==> src/common/hpc_pkg.sv <==
// Register map, field positions and timing constants of the slot hot-plug controller
package hpc_pkg;
  // Register byte offsets
  localparam logic [7:0] OFS_CAP  = 8'h00;
  localparam logic [7:0] OFS_CTL  = 8'h04;
  localparam logic [7:0] OFS_STS  = 8'h08;
  localparam logic [7:0] OFS_CFG  = 8'h0c;
  localparam logic [7:0] OFS_PM   = 8'h10;
  localparam logic [7:0] OFS_WTMR = 8'h14;
  localparam logic [7:0] OFS_IRQ  = 8'h18;
  // slot_capability_reg
  localparam int CAP_HPC  = 0;
  localparam int CAP_LATP = 1;
  localparam int CAP_EXPE = 2;
  localparam int CAP_W    = 3;
  // slot_control_reg: bits 4:0 are event masks in slot_status_reg order
  localparam int CTL_HOTPLUG_IRQ_ENABLE = 5;
  localparam int CTL_PWR  = 6;
  localparam int CTL_ATTN = 7;
  localparam int CTL_PLED = 8;
  localparam int CTL_EIC  = 9;
  localparam int CTL_RST  = 10;
  localparam int CTL_W    = 11;
  // slot_status_reg events and states
  localparam int EV_BTN   = 0;
  localparam int EV_PF    = 1;
  localparam int EV_LAT   = 2;
  localparam int EV_PRS   = 3;
  localparam int EV_CC    = 4;
  localparam int EV_N     = 5;
  localparam int STS_LATS = 5;
  localparam int STS_PRSS = 6;
  localparam int STS_EIS  = 7;
  localparam int STS_PGD  = 8;
  // Input index into synchroniser array and inversion bits 4:0
  localparam int IN_BTN = 0;
  localparam int IN_PRS = 1;
  localparam int IN_PF  = 2;
  localparam int IN_LAT = 3;
  localparam int IN_PGD = 4;
  localparam int IN_N   = 5;
  // hotplug_config_reg: output inversion 9:5, modes above
  localparam int CFG_IATTN = 5;
  localparam int CFG_IPLED = 6;
  localparam int CFG_IPWR  = 7;
  localparam int CFG_ILOCK = 8;
  localparam int CFG_IRST  = 9;
  localparam int CFG_TOGL  = 10;
  localparam int CFG_LASI  = 11;
  localparam int CFG_LAPO  = 12;
  localparam int CFG_W     = 13;
  // pm_control_status_reg
  localparam logic [1:0] PM_D0    = 2'h0;
  localparam logic [1:0] PM_D3HOT = 2'h3;
  localparam int PM_WAKE = 15;
  // irq config register
  localparam int IRQ_MSI  = 0;
  localparam int IRQ_INTD = 1;
  // Reset values
  localparam logic [CAP_W-1:0] CAP_RST  = 3'h0;
  localparam logic [CTL_W-1:0] CTL_RST_V = 11'h01f;
  localparam logic [CFG_W-1:0] CFG_RST  = 13'h0000;
  localparam logic [15:0]      WTMR_RST = 16'h0064;
  // Timing
  localparam int CLK_MHZ        = 100;
  localparam int ILOCK_PULSE_MS = 125;
  localparam int ILOCK_CYC      = ILOCK_PULSE_MS * CLK_MHZ * 1000;
  localparam int WTICK_US       = 1;
  localparam int WTICK_CYC      = WTICK_US * CLK_MHZ;
endpackage

==> src/hdl/hpc_slot_ctrl.sv <==
// Downstream slot hot-plug controller with APB register access
`timescale 1ns/10ps
module hpc_slot_ctrl #(
  parameter int ILOCK_CYCLES = hpc_pkg::ILOCK_CYC
) (
  // APB slave
  input  wire logic        pclk,
  input  wire logic        presetn,
  input  wire logic        psel,
  input  wire logic        penable,
  input  wire logic        pwrite,
  input  wire logic [7:0]  paddr,
  input  wire logic [31:0] pwdata,
  output logic             pready,
  output logic [31:0]      prdata,
  output logic             pslverr,
  // Configuration load path, same clock
  input  wire logic        cfg_load_en,
  input  wire logic [7:0]  cfg_load_addr,
  input  wire logic [31:0] cfg_load_data,
  // Power state context
  input  wire logic        switch_d3hot,
  input  wire logic        d3cold,
  // Slot inputs from the expander, asynchronous
  input  wire logic        button_in,
  input  wire logic        presence_in,
  input  wire logic        power_fault_in,
  input  wire logic        latch_sensor_in,
  input  wire logic        power_good_in,
  // Slot outputs toward the expander
  output logic             attention_led_out,
  output logic             power_led_out,
  output logic             slot_power_enable_out,
  output logic             interlock_out,
  // General-purpose pin alternate function
  output logic             slot_reset_out,
  // Notification
  output logic             msi_req,
  output logic             intx_out,
  output logic             pme_msg_req
);
  logic [hpc_pkg::CAP_W-1:0] cap_r;
  logic [hpc_pkg::CTL_W-1:0] ctl_r;
  logic [hpc_pkg::CFG_W-1:0] cfg_r;
  logic [hpc_pkg::EV_N-1:0]  flag_r;
  logic [1:0]                pmstate_r;
  logic                      wake_r;
  logic [15:0]               wtmr_r;
  logic [1:0]                irqcfg_r;
  logic [hpc_pkg::IN_N-1:0]  sync1_r;
  logic [hpc_pkg::IN_N-1:0]  sync2_r;
  logic [hpc_pkg::IN_N-1:0]  prev_r;
  logic [hpc_pkg::IN_N-1:0]  lvl;
  logic                      hp_on;
  logic                      expander_on;
  logic                      apb_wr;
  logic                      apb_setup;
  logic                      ctl_wr;
  logic                      eic_wr;
  logic [hpc_pkg::EV_N-1:0]  ev_set;
  logic [hpc_pkg::EV_N-1:0]  ev_clr;
  logic [hpc_pkg::EV_N-1:0]  pend;
  logic                      irq_pend;
  logic                      irq_pend_d_r;
  logic                      in_d3hot;
  logic                      wake_ev;
  logic [31:0]               ilock_cnt_r;
  logic                      ilock_r;
  logic [6:0]                tick_cnt_r;
  logic [15:0]               wcnt_r;
  logic                      wtimer_run_r;
  logic                      pme_r;
  logic                      msi_r;
  logic                      latch_open;
  logic                      pwr_on;
  logic [31:0]               rd_val;

  function automatic logic hit(input logic [7:0] a, input logic [7:0] ofs);
    return a[7:2] == ofs[7:2];
  endfunction

  function automatic logic mapped(input logic [7:0] a);
    return hit(a, hpc_pkg::OFS_CAP) || hit(a, hpc_pkg::OFS_CTL) ||
           hit(a, hpc_pkg::OFS_STS) || hit(a, hpc_pkg::OFS_CFG) ||
           hit(a, hpc_pkg::OFS_PM)  || hit(a, hpc_pkg::OFS_WTMR) ||
           hit(a, hpc_pkg::OFS_IRQ);
  endfunction

  // Two-stage synchronisers for slot inputs
  genvar gi;
  generate
    for (gi = 0; gi < hpc_pkg::IN_N; gi++) begin : g_sync
      always_ff @(posedge pclk or negedge presetn) begin
        if (!presetn) begin
          sync1_r[gi] <= 1'b0;
          sync2_r[gi] <= 1'b0;
        end else begin
          sync1_r[gi] <= (gi == hpc_pkg::IN_BTN) ? button_in :
                         (gi == hpc_pkg::IN_PRS) ? presence_in :
                         (gi == hpc_pkg::IN_PF)  ? power_fault_in :
                         (gi == hpc_pkg::IN_LAT) ? latch_sensor_in : power_good_in;
          sync2_r[gi] <= sync1_r[gi];
        end
      end
    end
  endgenerate

  // Inputs are active low at the pins unless inverted
  assign lvl = ~sync2_r ^ cfg_r[hpc_pkg::IN_N-1:0];

  always_ff @(posedge pclk or negedge presetn) begin
    if (!presetn) begin
      prev_r <= '0;
    end else begin
      prev_r <= lvl;
    end
  end

  assign hp_on       = cap_r[hpc_pkg::CAP_HPC];
  assign expander_on = hp_on && cap_r[hpc_pkg::CAP_EXPE];

  // APB decode, zero wait states
  assign apb_setup = psel && !penable;
  assign apb_wr    = psel && penable && pwrite;
  assign pready    = 1'b1;
  assign ctl_wr    = apb_wr && hit(paddr, hpc_pkg::OFS_CTL);
  assign eic_wr    = ctl_wr && pwdata[hpc_pkg::CTL_EIC] && hp_on;

  always_ff @(posedge pclk or negedge presetn) begin
    if (!presetn) begin
      pslverr <= 1'b0;
    end else begin
      pslverr <= apb_setup && !mapped(paddr);
    end
  end

  // Configuration registers; the load path never reports completion
  always_ff @(posedge pclk or negedge presetn) begin
    if (!presetn) begin
      cap_r    <= hpc_pkg::CAP_RST;
      ctl_r    <= hpc_pkg::CTL_RST_V;
      cfg_r    <= hpc_pkg::CFG_RST;
      wtmr_r   <= hpc_pkg::WTMR_RST;
      irqcfg_r <= 2'h0;
    end else if (cfg_load_en) begin
      if (hit(cfg_load_addr, hpc_pkg::OFS_CAP)) cap_r <= cfg_load_data[hpc_pkg::CAP_W-1:0];
      if (hit(cfg_load_addr, hpc_pkg::OFS_CTL)) ctl_r <= cfg_load_data[hpc_pkg::CTL_W-1:0];
      if (hit(cfg_load_addr, hpc_pkg::OFS_CFG)) cfg_r <= cfg_load_data[hpc_pkg::CFG_W-1:0];
      if (hit(cfg_load_addr, hpc_pkg::OFS_WTMR)) wtmr_r <= cfg_load_data[15:0];
    end else if (apb_wr) begin
      if (hit(paddr, hpc_pkg::OFS_CAP)) cap_r <= pwdata[hpc_pkg::CAP_W-1:0];
      if (ctl_wr) ctl_r <= pwdata[hpc_pkg::CTL_W-1:0];
      if (hit(paddr, hpc_pkg::OFS_CFG)) cfg_r <= pwdata[hpc_pkg::CFG_W-1:0];
      if (hit(paddr, hpc_pkg::OFS_WTMR)) wtmr_r <= pwdata[15:0];
      if (hit(paddr, hpc_pkg::OFS_IRQ)) irqcfg_r <= pwdata[1:0];
    end
  end

  // Event detection
  always_comb begin
    ev_set              = '0;
    ev_set[hpc_pkg::EV_BTN] = lvl[hpc_pkg::IN_BTN] && !prev_r[hpc_pkg::IN_BTN];
    // Fault level is not held here, so outside logic must keep it up
    ev_set[hpc_pkg::EV_PF]  = lvl[hpc_pkg::IN_PF];
    ev_set[hpc_pkg::EV_LAT] = lvl[hpc_pkg::IN_LAT] != prev_r[hpc_pkg::IN_LAT];
    ev_set[hpc_pkg::EV_PRS] = lvl[hpc_pkg::IN_PRS] != prev_r[hpc_pkg::IN_PRS];
    ev_set[hpc_pkg::EV_CC]  = ctl_wr && !cfg_load_en;
    ev_set = hp_on ? ev_set : '0;
    ev_clr = (apb_wr && hit(paddr, hpc_pkg::OFS_STS)) ? pwdata[hpc_pkg::EV_N-1:0] : '0;
  end

  // Sticky flags, a new event wins over a clear in the same cycle
  always_ff @(posedge pclk or negedge presetn) begin
    if (!presetn) begin
      flag_r <= '0;
    end else begin
      flag_r <= (flag_r & ~ev_clr) | ev_set;
    end
  end

  // Interrupt routing
  assign pend     = flag_r & ~ctl_r[hpc_pkg::EV_N-1:0];
  assign irq_pend = |pend && ctl_r[hpc_pkg::CTL_HOTPLUG_IRQ_ENABLE];

  always_ff @(posedge pclk or negedge presetn) begin
    if (!presetn) begin
      irq_pend_d_r <= 1'b0;
      msi_r        <= 1'b0;
      intx_out     <= 1'b0;
    end else begin
      irq_pend_d_r <= irq_pend;
      msi_r        <= irq_pend && !irq_pend_d_r && irqcfg_r[hpc_pkg::IRQ_MSI];
      intx_out     <= irq_pend && !irqcfg_r[hpc_pkg::IRQ_MSI] &&
                      !irqcfg_r[hpc_pkg::IRQ_INTD];
    end
  end
  assign msi_req = msi_r;

  // Wake decision: unmasked non-completion event while in D3hot
  assign in_d3hot = (pmstate_r == hpc_pkg::PM_D3HOT) || switch_d3hot;
  assign wake_ev  = in_d3hot && !d3cold &&
                    |(ev_set[hpc_pkg::EV_CC-1:0] & ~ctl_r[hpc_pkg::EV_CC-1:0]);

  // Power state and wake status
  always_ff @(posedge pclk or negedge presetn) begin
    if (!presetn) begin
      pmstate_r <= hpc_pkg::PM_D0;
      wake_r    <= 1'b0;
    end else begin
      if (apb_wr && hit(paddr, hpc_pkg::OFS_PM)) begin
        pmstate_r <= pwdata[1:0];
      end
      if (wake_ev) begin
        wake_r <= 1'b1;
      end else if (apb_wr && hit(paddr, hpc_pkg::OFS_PM) && pwdata[hpc_pkg::PM_WAKE]) begin
        wake_r <= 1'b0;
      end
    end
  end

  // Retry timer in microsecond ticks
  always_ff @(posedge pclk or negedge presetn) begin
    if (!presetn) begin
      tick_cnt_r   <= 7'h00;
      wcnt_r       <= 16'h0000;
      wtimer_run_r <= 1'b0;
      pme_r        <= 1'b0;
    end else begin
      pme_r <= 1'b0;
      if (d3cold) begin
        wtimer_run_r <= 1'b0;
      end else if (wake_ev && !wtimer_run_r) begin
        pme_r        <= 1'b1;
        wtimer_run_r <= 1'b1;
        wcnt_r       <= 16'h0000;
        tick_cnt_r   <= 7'h00;
      end else if (wtimer_run_r) begin
        if (!wake_r) begin
          wtimer_run_r <= 1'b0;
        end else if (tick_cnt_r == 7'(hpc_pkg::WTICK_CYC - 1)) begin
          tick_cnt_r <= 7'h00;
          if (wcnt_r + 16'h0001 >= wtmr_r) begin
            pme_r  <= 1'b1;
            wcnt_r <= 16'h0000;
          end else begin
            wcnt_r <= wcnt_r + 16'h0001;
          end
        end else begin
          tick_cnt_r <= tick_cnt_r + 7'h01;
        end
      end
    end
  end
  assign pme_msg_req = pme_r;

  // Interlock drive
  always_ff @(posedge pclk or negedge presetn) begin
    if (!presetn) begin
      ilock_r     <= 1'b0;
      ilock_cnt_r <= 32'h0000_0000;
    end else if (eic_wr && cfg_r[hpc_pkg::CFG_TOGL]) begin
      ilock_r     <= !ilock_r;
      ilock_cnt_r <= 32'h0000_0000;
    end else if (eic_wr && !ilock_r) begin
      ilock_r     <= 1'b1;
      ilock_cnt_r <= 32'(ILOCK_CYCLES - 1);
    end else if (!cfg_r[hpc_pkg::CFG_TOGL] && ilock_r) begin
      // A write during a running pulse does not stretch it
      if (ilock_cnt_r == 32'h0000_0000) begin
        ilock_r <= 1'b0;
      end else begin
        ilock_cnt_r <= ilock_cnt_r - 32'h0000_0001;
      end
    end
  end

  // Slot power
  assign latch_open = lvl[hpc_pkg::IN_LAT] && !cfg_r[hpc_pkg::CFG_LASI];
  assign pwr_on     = ctl_r[hpc_pkg::CTL_PWR] &&
                      !(cfg_r[hpc_pkg::CFG_LAPO] && cap_r[hpc_pkg::CAP_LATP] && latch_open);

  // Slot outputs, held negated when the controller or expander is off; slot reset held negated only when the controller is off
  always_ff @(posedge pclk or negedge presetn) begin
    if (!presetn) begin
      attention_led_out     <= 1'b0;
      power_led_out         <= 1'b0;
      slot_power_enable_out <= 1'b0;
      interlock_out         <= 1'b0;
      slot_reset_out        <= 1'b0;
    end else begin
      attention_led_out     <= (expander_on && ctl_r[hpc_pkg::CTL_ATTN])
                               ^ cfg_r[hpc_pkg::CFG_IATTN];
      power_led_out         <= (expander_on && ctl_r[hpc_pkg::CTL_PLED])
                               ^ cfg_r[hpc_pkg::CFG_IPLED];
      slot_power_enable_out <= (expander_on && pwr_on) ^ cfg_r[hpc_pkg::CFG_IPWR];
      interlock_out         <= (expander_on && ilock_r) ^ cfg_r[hpc_pkg::CFG_ILOCK];
      // Reset leaves on the pin path, not through the expander
      slot_reset_out        <= (hp_on && ctl_r[hpc_pkg::CTL_RST])
                               ^ cfg_r[hpc_pkg::CFG_IRST];
    end
  end

  // Read mux
  always_comb begin
    rd_val = 32'h0000_0000;
    if (hit(paddr, hpc_pkg::OFS_CAP)) begin
      rd_val[hpc_pkg::CAP_W-1:0] = cap_r;
    end else if (hit(paddr, hpc_pkg::OFS_CTL)) begin
      rd_val[hpc_pkg::CTL_W-1:0] = ctl_r & ~(11'h001 << hpc_pkg::CTL_EIC);
    end else if (hit(paddr, hpc_pkg::OFS_STS)) begin
      rd_val[hpc_pkg::EV_N-1:0] = flag_r;
      rd_val[hpc_pkg::STS_LATS] = lvl[hpc_pkg::IN_LAT] && !cfg_r[hpc_pkg::CFG_LASI];
      rd_val[hpc_pkg::STS_PRSS] = lvl[hpc_pkg::IN_PRS];
      rd_val[hpc_pkg::STS_EIS]  = lvl[hpc_pkg::IN_LAT] && cfg_r[hpc_pkg::CFG_LASI];
      rd_val[hpc_pkg::STS_PGD]  = lvl[hpc_pkg::IN_PGD];
    end else if (hit(paddr, hpc_pkg::OFS_CFG)) begin
      rd_val[hpc_pkg::CFG_W-1:0] = cfg_r;
    end else if (hit(paddr, hpc_pkg::OFS_PM)) begin
      rd_val[1:0]              = pmstate_r;
      rd_val[hpc_pkg::PM_WAKE] = wake_r;
    end else if (hit(paddr, hpc_pkg::OFS_WTMR)) begin
      rd_val[15:0] = wtmr_r;
    end else if (hit(paddr, hpc_pkg::OFS_IRQ)) begin
      rd_val[1:0] = irqcfg_r;
    end
  end

  always_ff @(posedge pclk or negedge presetn) begin
    if (!presetn) begin
      prdata <= 32'h0000_0000;
    end else if (apb_setup && !pwrite) begin
      prdata <= rd_val;
    end
  end
endmodule

==> config.mk <==
export PLATFORM = sky130hd
export DESIGN_NAME = hpc_slot_ctrl
export DESIGN_NICKNAME = d
export VERILOG_FILES = /design/src/common/hpc_pkg.sv /design/src/hdl/hpc_slot_ctrl.sv
export SDC_FILE = /design/constraint.sdc
export NUM_CORES = 1
export LEC_CHECK = 0
export ABC_CLOCK_PERIOD_IN_PS = 10100
export BUFFER_PORTS_ARGS = -buffer_cell sky130_fd_sc_hd__buf_2
export CAP_MARGIN = 20
export CORE_UTILIZATION = 30
export DETAILED_ROUTE_END_ITERATION = 7
export GPL_ROUTABILITY_DRIVEN = 0
export MAX_ROUTING_LAYER = met4
export PLACE_DENSITY = 0.56
export SLEW_MARGIN = 25
export SYNTH_ARGS = -nofsm -noshare
export SYNTH_HDL_FRONTEND = slang
export SYNTH_SLANG_ARGS = --single-unit
export TNS_END_PERCENT = 30
==> constraint.sdc <==
create_clock -name pclk -period 10.1 [get_ports pclk]
set_clock_uncertainty 0.15 [all_clocks]
set_input_delay 0.505 -clock pclk [delete_from_list [all_inputs] [get_ports pclk]]
set_output_delay 0.505 -clock pclk [all_outputs]
set_load 0.1 [all_outputs]
==> impl_metrics.prom <==
# TYPE chip_impl_metric gauge
chip_impl_info{name="outcome",value="finished clean"} 1
chip_impl_metric{name="antenna_cells_inserted",unit=""} 0
chip_impl_metric{name="clockBufferDepth",unit=""} 2
chip_impl_metric{name="synth_edf_count",unit=""} 0
chip_impl_metric{name="firstDrtPassIters",unit=""} 5
chip_impl_metric{name="final.period_utilization",unit="%"} 44.4
chip_impl_metric{name="clkSlewWorstSetupHoldPaths",unit="ns"} 0.06
chip_impl_metric{name="clock_sink_count",unit=""} 148
chip_impl_metric{name="core_area",unit="um^2"} 25300
chip_impl_metric{name="grt_overflow",unit=""} 0
chip_impl_metric{name="final_hold_viol_count",unit=""} 0
chip_impl_metric{name="worst_tran_pin_value",unit="ns"} 0.926
chip_impl_metric{name="antenna_violations_before_repair",unit=""} 0
chip_impl_metric{name="hpwl",unit="mm"} 14.2
chip_impl_metric{name="ctsHtreeMaxLevel",unit=""} 4
chip_impl_metric{name="cap_violations",unit=""} 0
chip_impl_metric{name="yosys_warnings",unit=""} 0
chip_impl_metric{name="synth.cell_area",unit="um^2"} 7770
chip_impl_metric{name="largest_net_degree_at_the_start_of_global_routing",unit=""} 82
chip_impl_metric{name="max-slew-margin-rel",unit="%"} 38.1
chip_impl_metric{name="nNetsFinal",unit=""} 1003
chip_impl_metric{name="synth_sequential_area_ratio",unit="%"} 47.8
chip_impl_metric{name="r2r_slack",unit="ns"} 5.62
chip_impl_metric{name="max_clock_freq",unit="MHz"} 223
chip_impl_metric{name="total_power",unit="mW"} 1.91
chip_impl_metric{name="met2_usage",unit="%"} 25.5
chip_impl_metric{name="grt_pass1_vias",unit=""} 5906
chip_impl_metric{name="design.portCount",unit=""} 135
chip_impl_info{name="primary_flip_flop_cell_chosen_by_synthesis_mapping",value="dfrtp_1"} 1
chip_impl_metric{name="timing.final.ws_setup",unit="ns"} 5.62
chip_impl_metric{name="row_count",unit=""} 58
chip_impl_metric{name="cts_inserted_buffers",unit=""} 17
chip_impl_metric{name="yosysUniqueCellTypes",unit=""} 61
chip_impl_metric{name="ir_drop",unit="mV"} 0.0987
chip_impl_metric{name="io_port_bufs",unit=""} 81
chip_impl_info{name="worst_hold_path_type",value="primary input to flip-flop"} 1
chip_impl_metric{name="die_height",unit="um"} 163
chip_impl_info{name="clock_tree_from_tritoncts",value="yes"} 1
chip_impl_info{name="cts_root_buffer",value="clkbuf_16"} 1
chip_impl_info{name="gr-max-usage-layer",value="met2"} 1
chip_impl_metric{name="layout.cell_area.non_filler",unit="um^2"} 9060
chip_impl_metric{name="postCtsSetupBuffers",unit=""} 0
chip_impl_metric{name="post-place-ws",unit="ns"} 5.56
chip_impl_metric{name="synthToLayoutAreaGrowth",unit="%"} 16.7
chip_impl_info{name="rsz0062_at_grt",value="false"} 1
chip_impl_metric{name="detail_route.wirelength",unit="mm"} 20.0
chip_impl_metric{name="wl_per_cell",unit="um"} 16.2
chip_impl_metric{name="grt_util_met3",unit="%"} 3.46
chip_impl_metric{name="die_x",unit="um"} 163
chip_impl_metric{name="power.density_cell_area",unit="nW/um^2"} 211
chip_impl_metric{name="worst_ep_required",unit="ns"} 10.29
chip_impl_metric{name="first_pass_grt_wire_length",unit="mm"} 32.4
chip_impl_info{name="cp-end-kind",value="flip-flop"} 1
chip_impl_metric{name="drt-vias-per-instance",unit=""} 5.04
chip_impl_metric{name="clk-insertion-delay-late",unit="ns"} 0.43
chip_impl_metric{name="postRouteAntennaNets",unit=""} 0
chip_impl_metric{name="drive_gt1_share",unit="%"} 15.9
chip_impl_metric{name="detailroute.via_count",unit=""} 6214
chip_impl_metric{name="synth.avg_cell_area",unit="um^2"} 9.42
chip_impl_metric{name="tns",unit="ns"} 0
chip_impl_metric{name="final-max-slew-violation-count",unit=""} 0
chip_impl_metric{name="detailedRoute.firstIterationViolations",unit=""} 450
chip_impl_metric{name="timing.final.crit_period",unit="ns"} 4.48
chip_impl_metric{name="drcViolationCount",unit=""} 0
chip_impl_metric{name="globalRouteMet1Util",unit="%"} 21.5
chip_impl_metric{name="leakage",unit="nW"} 3.96
chip_impl_metric{name="post_synth_inst_count",unit=""} 825
chip_impl_metric{name="floorplan.die_area",unit="um^2"} 26500
chip_impl_metric{name="postSynthRegisterBits",unit=""} 148
chip_impl_metric{name="path_max_fanout",unit=""} 11
chip_impl_metric{name="worst_ep_arrival_time",unit="ns"} 4.67
chip_impl_metric{name="setup_viol_count_final",unit=""} 0
chip_impl_metric{name="initial_core_util",unit="%"} 30.8
chip_impl_info{name="critPathKind",value="flip-flop to flip-flop"} 1
chip_impl_metric{name="standard_cell_area_after_detailed_placement",unit="um^2"} 8430
chip_impl_metric{name="ys_async_sr_fraction",unit="%"} 100
chip_impl_info{name="worstSetupStartpointType",value="flip-flop"} 1
chip_impl_metric{name="grt.total_usage",unit="%"} 16.3
## report_power, final
part           internal, mW  switching [mW]  leakage, nW
clock network         0.419           0.258        0.299
logic                 0.127           0.335         1.88
registers             0.689          0.0856         1.78
## per-layer routing
metal  share of wire [%]  up-vias
met5                   0        -
met4                 1.1        0
met3                 4.9       21
met2                  48      161
met1                  46     2983
li1                    -     3049
## final cells by class
| class | count | area [um^2] |
|---|---|---|
| clock inverter | 13 | 180 |
| inverter | 40 | 150 |
| timing repair buffer | 86 | 452 |
| clock buffer | 19 | 443 |
| fill | 2580 | 16200 |
| multi-input combinational | 598 | 3710 |
| sequential | 148 | 3710 |
| tap | 330 | 413 |
## registers in the layout, indices dropped and copies added (netlist names), 2 cells and up
register and flops:
wcnt_r 16, prev_r 3, ctl_r 10, sync1_r 5, cfg_r 13, tick_cnt_r 7
ilock_cnt_r 32, cap_r 3, prdata 16, sync2_r 5, wtmr_r 16, irqcfg_r 2
flag_r 5, pmstate_r 2
## critical path, cell delays in order (launching register included)
cell	delay, ns
dfrtp_1	0.49
nand3_1	0.15
nor4_1	0.58
nor2b_1	0.39
and3_1	0.26
xor2_1	0.16
ha_1	0.25
a211oi_1	0.24
nor2_1	0.07
or3_1	0.42
a2111oi_4	0.69
buf_4	0.27
a41oi_1	0.12
a31oi_1	0.17
## synthesized netlist by cell type (19+ instances only)
cell type,count,area (um^2)
xnor2_1,28,245
nand3_1,35,175
nor3_1,20,100
nand2_1,44,165
mux2i_1,21,210
clkbuf_1,28,105
a21oi_1,100,500
dfrtp_1,140,3500
inv_1,40,150
ha_1,19,238
nor2_1,104,390
a31oi_1,20,125
## per-stage QoR
stage               hold WS [ns]  util (%)  std cells
floorplan                 0.0594         -        840
global placement           0.187      33.3       1201
detailed placement         0.191      33.4       1201
CTS                       0.0172      35.9       1234
global route              0.0152      35.9       1234
finish                    0.0296      35.9       1234
## what timing repair did
item / CTS / global route
resized for setup: 0 / 0
hold endpoints to repair: 22 / 0
setup endpoints to repair: 0 / 0
hold buffers: 1 / 0
## logic make-up (layout without fill, tap and decap cells)
kind of cell	count (synthesis)	in the layout	synth area share, %
AOI/OAI and AO/OA	209	209	17.1
xor gates and xnor gates	39	39	4.75
muxes	26	26	3.43
DFF	148	148	47.8
buffers and inverters	94	158	5.41
adders and majority gates	19	19	3.06
other	2	17	0.0967
and+or+nand+nor	288	288	18.3
## final timing paths
path / cells after the start / start / to
max in group asynchronous: 3 / presetn / ilock_cnt_r[23]$_DFFE_PN0P_
worst min-delay path: 1 / power_good_in / sync1_r[4]$_DFF_PN0_
worst min register to register: 0 / sync1_r[1]$_DFF_PN0_ / sync2_r[1]$_DFF_PN0_
worst max register to register: 13 / wcnt_r[6]$_DFFE_PN0P_ / wcnt_r[8]$_DFFE_PN0P_
worst max-delay path: 13 / wcnt_r[6]$_DFFE_PN0P_ / wcnt_r[8]$_DFFE_PN0P_
min in group asynchronous: 2 / presetn / tick_cnt_r[4]$_DFFE_PN0P_
## cells in the final DEF (no fill, tap or decap), types with 8 or more instances in the layout
| cell | netlist | routed |
|---|---|---|
| dfrtp_1 | 140 | 140 |
| nor2_1 | 104 | 103 |
| a21oi_1 | 100 | 100 |
| buf_2 | 3 | 80 |
| nand2_1 | 44 | 43 |
| inv_1 | 40 | 40 |
| nand3_1 | 35 | 35 |
| xnor2_1 | 28 | 28 |
| mux2i_1 | 21 | 21 |
| nor3_1 | 20 | 20 |
| a31oi_1 | 20 | 20 |
| ha_1 | 19 | 19 |
| o21ai_0 | 18 | 18 |
| conb_1 | 2 | 17 |
| clkbuf_16 | 0 | 17 |
| nand2b_1 | 16 | 16 |
| nor4_1 | 12 | 12 |
| o22a_1 | 11 | 11 |
| xor2_1 | 9 | 9 |
| a22o_1 | 9 | 9 |
| a22oi_1 | 8 | 8 |
| dfstp_2 | 8 | 8 |
(Power assumes the default switching activity.)
